### src/nrc_pkg.sv
// Purpose: shared constants for the nosepiece rotation and shutter sequencer
// Assumes: 25 MHz system clock
// Notes:   long counts are defaults for module parameters
package nrc_pkg;
	localparam int          CLK_HZ      = 25_000_000;
	localparam int          QUAL_MS     = 50;
	localparam int          DELAY_MS    = 300;
	// least times: exact at this rate, so no rounding is needed
	localparam int          QUAL_CYC    = CLK_HZ / 1000 * QUAL_MS;
	localparam int          DELAY_CYC   = CLK_HZ / 1000 * DELAY_MS;
	localparam int          CNT_W       = 23;
	localparam int          BAUD_LO_BPS = 9600;
	localparam int          BAUD_HI_BPS = 19200;
	localparam int          BAUD_W      = 12;
	localparam logic [11:0] BAUD_LO_DIV = 12'(CLK_HZ / BAUD_LO_BPS);
	localparam logic [11:0] BAUD_HI_DIV = 12'(CLK_HZ / BAUD_HI_BPS);
	localparam logic        RST_IND_N   = 1'h1;
	localparam logic        SEL_DELAYED = 1'h1;
	localparam logic        SEL_IND_OFF = 1'h1;

	typedef enum logic [1:0] {
		ST_IDLE   = 2'h0,
		ST_DELAY  = 2'h1,
		ST_ROTATE = 2'h3
	} nrc_state_type;
endpackage

### src/nrc_sequencer.sv
// Purpose: rotation start sequencing, strap capture and shutter commands
// Assumes: straps are static while powered; stop input marks rest
// Notes:   serial framing is outside; this block issues command pulses
//
// Contract
// RULE_01: immediate mode starts rotation without added delay
// RULE_02: delayed mode waits 0.3 s before rotating
// RULE_03: lamp enable gates all light source handling; code gates only shutter close/open, shutter_variant_o ignores lamp
// RULE_04: lamp type picks the command variant
// RULE_05: baud select gives 9600 or 19200 bps
// RULE_06: close shutter on start, open after stop
// RULE_07: lamp users choose delay, lamp, 9.6k, type
// RULE_08: inverted indicator high, or low while rotating
// RULE_09: command accepted after 50 ms low
// RULE_10: straps sampled once after reset, then held
module nrc_sequencer #(
	parameter int QUAL_CYC  = nrc_pkg::QUAL_CYC,
	parameter int DELAY_CYC = nrc_pkg::DELAY_CYC,
	parameter int CNT_W     = nrc_pkg::CNT_W
) (
	input  wire logic                      mclk_i,
	input  wire logic                      rst_i,
	input  wire logic                      rotate_cmd_n_i,
	input  wire logic                      motion_stop_i,
	input  wire logic                      rotation_delay_select_i,
	input  wire logic                      outside_lamp_enable_i,
	input  wire logic                      light_source_type_i,
	input  wire logic                      baud_select_i,
	input  wire logic                      rotation_indication_setting_i,
	output logic                           config_valid_o,
	output logic                           rotate_start_o,
	output logic                           rotating_o,
	output logic                           rotating_indicator_n_o,
	output logic                           shutter_close_o,
	output logic                           shutter_open_o,
	output logic                           shutter_variant_o,
	output logic [nrc_pkg::BAUD_W-1:0]     baud_div_o
);
	localparam logic [CNT_W-1:0] DLY_LAST = CNT_W'(DELAY_CYC - 1);

	nrc_pkg::nrc_state_type       state_ff;
	nrc_pkg::nrc_state_type       nxt_state;
	logic [CNT_W-1:0]             dly_ff;
	logic [CNT_W-1:0]             nxt_dly;
	logic                         taken_ff;
	logic                         nxt_taken;
	logic                         c_delay_ff;
	logic                         nxt_c_delay;
	logic                         c_lamp_ff;
	logic                         nxt_c_lamp;
	logic                         c_type_ff;
	logic                         nxt_c_type;
	logic                         c_baud_ff;
	logic                         nxt_c_baud;
	logic                         c_ind_ff;
	logic                         nxt_c_ind;
	logic                         start_ff;
	logic                         nxt_start;
	logic                         rot_ff;
	logic                         nxt_rot;
	logic                         ind_n_ff;
	logic                         nxt_ind_n;
	logic                         close_ff;
	logic                         nxt_close;
	logic                         open_ff;
	logic                         nxt_open;
	logic                         variant_ff;
	logic                         nxt_variant;
	logic [nrc_pkg::BAUD_W-1:0]   baud_ff;
	logic [nrc_pkg::BAUD_W-1:0]   nxt_baud;
	logic                         qual;

	function automatic logic [nrc_pkg::BAUD_W-1:0] baud_div(input logic hi);
		baud_div = hi ? nrc_pkg::BAUD_HI_DIV : nrc_pkg::BAUD_LO_DIV;
	endfunction

	nrc_low_filter #(
		.QUAL_CYC (QUAL_CYC),
		.CNT_W    (CNT_W)
	) nrc_low_filter_inst (
		.mclk_i    (mclk_i),
		.rst_i     (rst_i),
		.level_n_i (rotate_cmd_n_i),
		.qual_o    (qual)
	);

	// strap capture: one clocked sample after reset release, then frozen
	always_comb begin
		nxt_taken   = 1'h1;
		nxt_c_delay = c_delay_ff;
		nxt_c_lamp  = c_lamp_ff;
		nxt_c_type  = c_type_ff;
		nxt_c_baud  = c_baud_ff;
		nxt_c_ind   = c_ind_ff;
		if (!taken_ff) begin // RULE_10
			nxt_c_delay = rotation_delay_select_i;
			nxt_c_lamp  = outside_lamp_enable_i;
			nxt_c_type  = light_source_type_i;
			nxt_c_baud  = baud_select_i;
			nxt_c_ind   = rotation_indication_setting_i;
		end
	end

	always_ff @(posedge mclk_i or posedge rst_i) begin
		if (rst_i) begin
			taken_ff   <= 1'h0;
			c_delay_ff <= 1'h0;
			c_lamp_ff  <= 1'h0;
			c_type_ff  <= 1'h0;
			c_baud_ff  <= 1'h0;
			c_ind_ff   <= 1'h0;
		end else begin
			taken_ff   <= nxt_taken;
			c_delay_ff <= nxt_c_delay;
			c_lamp_ff  <= nxt_c_lamp;
			c_type_ff  <= nxt_c_type;
			c_baud_ff  <= nxt_c_baud;
			c_ind_ff   <= nxt_c_ind;
		end
	end

	// rotation sequencing and shutter commands
	always_comb begin
		nxt_state = state_ff;
		nxt_dly   = dly_ff;
		nxt_start = 1'h0;
		nxt_close = 1'h0;
		nxt_open  = 1'h0;
		unique case (state_ff)
			nrc_pkg::ST_IDLE: begin
				if (taken_ff && qual) begin
					if (c_delay_ff == nrc_pkg::SEL_DELAYED) begin
						nxt_state = nrc_pkg::ST_DELAY; // RULE_02
						nxt_dly   = '0;
					end else begin
						nxt_state = nrc_pkg::ST_ROTATE; // RULE_01
						nxt_start = 1'h1;
						nxt_close = c_lamp_ff; // RULE_06
					end
				end
			end
			nrc_pkg::ST_DELAY: begin
				if (dly_ff == DLY_LAST) begin
					nxt_state = nrc_pkg::ST_ROTATE; // RULE_02
					nxt_start = 1'h1;
					nxt_close = c_lamp_ff; // RULE_03
				end else begin
					nxt_dly = dly_ff + 1'h1;
				end
			end
			nrc_pkg::ST_ROTATE: begin
				// ignore stop in the start cycle: the drive has not moved yet
				if (motion_stop_i && !start_ff) begin
					nxt_state = nrc_pkg::ST_IDLE;
					nxt_open  = c_lamp_ff; // RULE_06
				end
			end
			default: begin
				nxt_state = nrc_pkg::ST_IDLE;
			end
		endcase
		nxt_rot     = (nxt_state == nrc_pkg::ST_ROTATE);
		nxt_variant = c_type_ff; // RULE_04
		nxt_baud    = baud_div(c_baud_ff); // RULE_05
		if (c_ind_ff == nrc_pkg::SEL_IND_OFF) begin
			nxt_ind_n = 1'h1; // RULE_08
		end else begin
			nxt_ind_n = !nxt_rot; // RULE_08
		end
	end

	always_ff @(posedge mclk_i or posedge rst_i) begin
		if (rst_i) begin
			state_ff   <= nrc_pkg::ST_IDLE;
			dly_ff     <= '0;
			start_ff   <= 1'h0;
			rot_ff     <= 1'h0;
			close_ff   <= 1'h0;
			open_ff    <= 1'h0;
			ind_n_ff   <= nrc_pkg::RST_IND_N;
			variant_ff <= 1'h0;
			baud_ff    <= nrc_pkg::BAUD_LO_DIV;
		end else begin
			state_ff   <= nxt_state;
			dly_ff     <= nxt_dly;
			start_ff   <= nxt_start;
			rot_ff     <= nxt_rot;
			close_ff   <= nxt_close;
			open_ff    <= nxt_open;
			ind_n_ff   <= nxt_ind_n;
			variant_ff <= nxt_variant;
			baud_ff    <= nxt_baud;
		end
	end

	assign config_valid_o         = taken_ff;
	assign rotate_start_o         = start_ff;
	assign rotating_o             = rot_ff;
	assign rotating_indicator_n_o = ind_n_ff;
	assign shutter_close_o        = close_ff;
	assign shutter_open_o         = open_ff;
	assign shutter_variant_o      = variant_ff;
	assign baud_div_o             = baud_ff;

	// independent count of cycles spent waiting, for the delay check
	logic [CNT_W-1:0]             seen_ff;
	logic [CNT_W-1:0]             nxt_seen;

	always_comb begin
		nxt_seen = '0;
		if (state_ff == nrc_pkg::ST_DELAY) begin
			nxt_seen = seen_ff + 1'h1;
		end
	end

	always_ff @(posedge mclk_i or posedge rst_i) begin
		if (rst_i) begin
			seen_ff <= '0;
		end else begin
			seen_ff <= nxt_seen;
		end
	end

	a_immediate_start: assert property ( // RULE_01
		@(posedge mclk_i) disable iff (rst_i)
		state_ff == nrc_pkg::ST_IDLE && taken_ff && qual && !c_delay_ff
		|=> start_ff && rot_ff)
		else $error("immediate mode did not start next cycle");
	a_delay_length: assert property ( // RULE_02
		@(posedge mclk_i) disable iff (rst_i)
		$rose(start_ff) && c_delay_ff |-> seen_ff == CNT_W'(DELAY_CYC))
		else $error("delayed start at wrong count");
	a_delay_no_early: assert property ( // RULE_02
		@(posedge mclk_i) disable iff (rst_i)
		$rose(start_ff) && c_delay_ff |-> $past(state_ff) == nrc_pkg::ST_DELAY)
		else $error("delayed mode started without waiting");
	a_lamp_gate: assert property ( // RULE_03
		@(posedge mclk_i) disable iff (rst_i)
		!c_lamp_ff && taken_ff |-> !close_ff && !open_ff)
		else $error("shutter command without lamp");
	a_type_variant: assert property ( // RULE_04
		@(posedge mclk_i) disable iff (rst_i)
		taken_ff && $past(taken_ff) |-> shutter_variant_o == c_type_ff)
		else $error("variant does not follow lamp type");
	a_baud_rate: assert property ( // RULE_05
		@(posedge mclk_i) disable iff (rst_i)
		taken_ff && $past(taken_ff) |->
		baud_div_o == (c_baud_ff ? 12'h516 : 12'ha2c))
		else $error("baud divisor wrong");
	a_close_on_start: assert property ( // RULE_06
		@(posedge mclk_i) disable iff (rst_i)
		$rose(rot_ff) |-> shutter_close_o == c_lamp_ff && start_ff)
		else $error("close command not with start");
	a_open_on_stop: assert property ( // RULE_06
		@(posedge mclk_i) disable iff (rst_i)
		$fell(rot_ff) |-> shutter_open_o == c_lamp_ff ##1 !shutter_open_o)
		else $error("open command not after stop");
	a_indicator: assert property ( // RULE_08
		@(posedge mclk_i) disable iff (rst_i)
		taken_ff |=> rotating_indicator_n_o == (c_ind_ff | !rot_ff))
		else $error("inverted indicator wrong");
	a_straps_hold: assert property ( // RULE_10
		@(posedge mclk_i) disable iff (rst_i)
		taken_ff |=> $stable({c_delay_ff, c_lamp_ff, c_type_ff, c_baud_ff,
		c_ind_ff}))
		else $error("straps changed after capture");

	c_delayed_run: cover property (@(posedge mclk_i) disable iff (rst_i)
		c_delay_ff && c_lamp_ff && $rose(start_ff));
	c_immediate_run: cover property (@(posedge mclk_i) disable iff (rst_i)
		!c_delay_ff && $rose(start_ff));
	c_shutter_open: cover property (@(posedge mclk_i) disable iff (rst_i)
		shutter_open_o);
endmodule

### src/nrc_low_filter.sv
// Purpose: accept an active-low command only after it stays low long enough
// Assumes: input synchronous to mclk_i
// Notes:   qual_o rises on the QUAL_CYC-th consecutive low sample
module nrc_low_filter #(
	parameter int QUAL_CYC = nrc_pkg::QUAL_CYC,
	parameter int CNT_W    = nrc_pkg::CNT_W
) (
	input  wire logic mclk_i,
	input  wire logic rst_i,
	input  wire logic level_n_i,
	output logic      qual_o
);
	localparam logic [CNT_W-1:0] LAST = CNT_W'(QUAL_CYC - 1);

	logic [CNT_W-1:0] cnt_ff;
	logic [CNT_W-1:0] nxt_cnt;
	logic             qual_ff;
	logic             nxt_qual;

	always_comb begin
		nxt_cnt  = cnt_ff;
		nxt_qual = 1'h0;
		if (level_n_i) begin
			nxt_cnt = '0;
		end else if (cnt_ff != LAST) begin
			nxt_cnt = cnt_ff + 1'h1;
		end
		nxt_qual = !level_n_i && (cnt_ff == LAST); // RULE_09
	end

	always_ff @(posedge mclk_i or posedge rst_i) begin
		if (rst_i) begin
			cnt_ff  <= '0;
			qual_ff <= 1'h0;
		end else begin
			cnt_ff  <= nxt_cnt;
			qual_ff <= nxt_qual;
		end
	end

	assign qual_o = qual_ff;

	a_filter_min_low: assert property ( // RULE_09
		@(posedge mclk_i) disable iff (rst_i)
		$rose(qual_ff) |-> $past(cnt_ff) == LAST && $past(!level_n_i))
		else $error("command accepted before minimum low time");
endmodule

### config.mk
export PLATFORM = sky130hd
export DESIGN_NAME = nrc_sequencer
export DESIGN_NICKNAME = d
export VERILOG_FILES = /design/src/nrc_pkg.sv /design/src/nrc_sequencer.sv /design/src/nrc_low_filter.sv
export SDC_FILE = /design/constraint.sdc
export NUM_CORES = 1
export LEC_CHECK = 0
export ABC_AREA = 1
export BUFFER_PORTS_ARGS = -buffer_cell sky130_fd_sc_hd__buf_2
export CORE_MARGIN = 2
export CORE_UTILIZATION = 56
export CTS_BUF_LIST = sky130_fd_sc_hd__clkbuf_2 sky130_fd_sc_hd__clkbuf_4 sky130_fd_sc_hd__clkbuf_8
export DETAILED_ROUTE_END_ITERATION = 7
export PLACE_DENSITY_LB_ADDON = 0.12
export SETUP_SLACK_MARGIN = 0.3
export SLEW_MARGIN = 20
export SYNTH_ARGS = -nofsm -noshare
export SYNTH_HDL_FRONTEND = slang
export SYNTH_SLANG_ARGS = --single-unit
### constraint.sdc
create_clock -name mclk_i -period 1.8 [get_ports mclk_i]
set_input_delay 0.27 -clock mclk_i [delete_from_list [all_inputs] [get_ports mclk_i]]
set_output_delay 0.27 -clock mclk_i [all_outputs]
set_load 0.01 [all_outputs]
==> impl_metrics.tcl <==
set metrics [dict create \
    coreArea_sq_mm 0.00624 \
    p_per_area_mw_per_mm2 645 \
    start_kind "flop" \
    synthTopCellsByCount "nand2_1, nor2_1, dfrtp_1" \
    htreeDepth 3 \
    seqCellArea_sq_mm 0.00159 \
    async_reset_ff_share_pct 100 \
    leakage_uw 0.00217 \
    yosysSeqAreaShare_pct 44.4 \
    cp.depth 9 \
    reg2reg_depth 9 \
    synth_fa_ha_area_share_pct 0.704 \
    cts_root_buf "clkbuf_8" \
    fill_cells 483 \
    crit_required_ns 2.04 \
    avgSynthCellArea_sq_um 7.24 \
    dpl.cell_count 589 \
    area_delta_synth_final_pct 25.7 \
    path_class "reg -> reg" \
    dp_hpwl_um 5470 \
    cts_made_buffers 9 \
    r2r-start "dly_ff[5]" \
    vias 3447 \
    switching_share_pct 25.5 \
    cp_max_fo 5 \
    final_core_util_pct 71.6 \
    die-area_sq_mm 0.00700 \
    cpPeakStageDelay_ns 0.43 \
    synth_compound_area_share_pct 5.92 \
    placed_area_sq_mm 0.00379 \
    start_util_pct 56.9 \
    place_congestion 0.942 \
    io_buffer_count 23 \
    hold_depth 2 \
    combPwrFrac_pct 5.0 \
    internal-power_uw 2150 \
    hold-path-endpoint "c_type_ff" \
    finalHoldViolCount 0 \
    grt_max_degree 40 \
    clock_path_buffers 2 \
    worstHoldStart "light_source_type_i" \
    synth-simple-area-share_pct 36.1 \
    max-vdd-ir-drop_mv 0.503 \
    grt_pass1_wl_um 14000 \
    reg2reg_to "dly_ff[22]" \
    path_cells "inv_1, nand2_1, nor2_1, nand3_2, nor2_4, nor2_4, clkbuf_16, nand4_1, nand2_1" \
    drt_first_pass_iters 5 \
    drive_gt1_share_pct 25.9 \
    power_frac_seq_pct 50.5 \
    grt_pass1_vias 3116 \
    crit_buf_inv 2 \
    ant_nets 0 \
    synth_top_cell_by_area "dfrtp_1" \
    antenna_found_initial 0 \
    syn_area_sq_mm 0.00355 \
    die_w_um 83.7 \
    synthMuxAreaShare_pct 0.317 \
    multi_input_area_sq_mm 0.00182 \
    fmax_mhz 664 \
    fin_crit_sh_pct 83.6 \
    rsz0062_at_grt "yes" \
    setup_violations 0 \
    maxCapViolCount 0 \
    power_uw 2880 \
    path_clk_slew_ns 0.08 \
    cts_tree "done" \
    ys_warn_count 0 \
    worstHoldPathType "in -> reg" \
    yosysMostFrequentCell "nand2_1" \
    insertion_delay_ns 0.36 \
    rrSetupSlack_ns 0.30 \
    slew_headroom_pct 62.1 \
    ys_types 34 \
    routed_wl_um 8810 \
    tightest_slew_ns 0.568 \
    track_usage_pct 25.1 \
    viasPerCell 5.38 \
    nets 570 \
    finalCriticalPeriod_ns 1.50 \
    die_h_um 83.7 \
    diodes 0 \
    synth_top_area_share_pct 43.0 \
    stdcell_count 641 \
    grt_overflow 0 \
    fin_area_sq_mm 0.00447 \
    io_pins 28 \
    syn_inst 491 \
    finClkSkew_ns 0.0131 \
    synthXorXnorAreaFrac_pct 2.46 \
    fp-row-count 29 \
    crit_path_end_kind "flop" \
    synth.area.top_cells "dfrtp_1, nand2_1, nor2_1, nand3_1, inv_1" \
    netSwitchingPower_uw 735 \
    status "completed" \
    ys_ff_latch 63 \
    report.final.slew_viol_count 0 \
    p_clk_share_pct 44.5 \
    critPathSlowestCell "dfrtp_1" \
    first_iter_violations 293 \
    wl_per_cell_um 13.7 \
    synth_edf_count 0 \
    drc_errors 0 \
    arrival_ns 1.75 \
    cts.sinks 63 \
    cp_top_family "simple AND/OR/NAND/NOR gates" \
    ys.flop_type "dfrtp_1" \
    synth_top_family_by_area "simple AND/OR/NAND/NOR gates" \
]
## cells by family after synthesis
logic type | Yosys count
AOI/OAI and AO/OA | 40
xor gates and xnor gates | 10
adders and majority gates | 2
buffers and inverters | 78
DFF | 63
muxes | 1
other | 2
and+or+nand+nor | 295
## metal layers
layer	wire (um)	vias up	track usage, %
met5	0	-	0
met4	214	0	11.6
met3	398	21	5.34
met2	4430	104	41.4
met1	3770	1626	31.6
li1	-	1696	-
## worst max path at each step
stage,start,endpoint,slack [ns]
after floorplan,dly_ff[0],dly_ff[17],0.33
after global placement,dly_ff[1],dly_ff[7],0.05
after detailed placement,dly_ff[1],dly_ff[7],-0.01
after CTS,nrc_low_filter_inst.cnt_ff[1],nrc_low_filter_inst.cnt_ff[22],0.27
after global routing,dly_ff[5],dly_ff[0],0.19
final,dly_ff[5],dly_ff[22],0.30
## layout make-up
cell class,count,share of cell area (%)
inverter,60,5.24
sequential,63,35.5
multi-input combinational,354,40.7
clock buffer,9,2.77
clock inverter,7,1.77
timing repair buffer,71,11.8
tap,77,2.16
## per-stage QoR
stage	setup TNS, ns	setup WS [ns]	hold slack [ns]
finish	0	0.295	0.144
global placement	0	0.0474	0.345
detailed placement	-0.0126	-0.0126	0.362
global route	0	0.193	0.153
floorplan	0	0.326	0.335
CTS	0	0.266	0.140
## flip-flops by register name, summed over array words and instances (netlist names)
name,flops
dly_ff,23
nrc_low_filter_inst.cnt_ff,23
baud_div_o,2
state_ff,2
c_baud_ff,1
c_delay_ff,1
c_ind_ff,1
c_lamp_ff,1
c_type_ff,1
config_valid_o,1
nrc_low_filter_inst.qual_o,1
rotate_start_o,1
rotating_indicator_n_o,1
rotating_o,1
shutter_close_o,1
shutter_open_o,1
shutter_variant_o,1
## cells in the final DEF (no fill, tap or decap), types with 8 or more instances in the layout
| cell type | n |
|---|---|
| nor2_1 | 63 |
| nand2_1 | 131 |
| clkbuf_8 | 9 |
| buf_4 | 42 |
| a21oi_1 | 15 |
| dfrtp_1 | 55 |
| nand3_1 | 40 |
| o21ai_0 | 12 |
| nand4_1 | 14 |
| inv_1 | 51 |
| xor2_1 | 8 |
| buf_2 | 23 |
## repair_timing
item | 4_1_cts | 5_1_grt
setup buffers | 11 | 22
setup endpoints to repair | 35 | 41
gates cloned | 1 | 1
gates resized for setup | 12 | 38
hold buffers | 1 | 0
hold endpoints to repair | 22 | 0
pin swaps | 8 | 13
## power groups by stage
stage	logic [uW]	registers, uW	clock network (uW)
after CTS	137	1450	1300
after detailed placement	127	1480	0
after global placement	124	1480	0
final	144	1450	1280
after global routing	161	1460	1360
after floorplan	92.0	1480	0
Note: power is estimated with default switching activity, not from simulation.
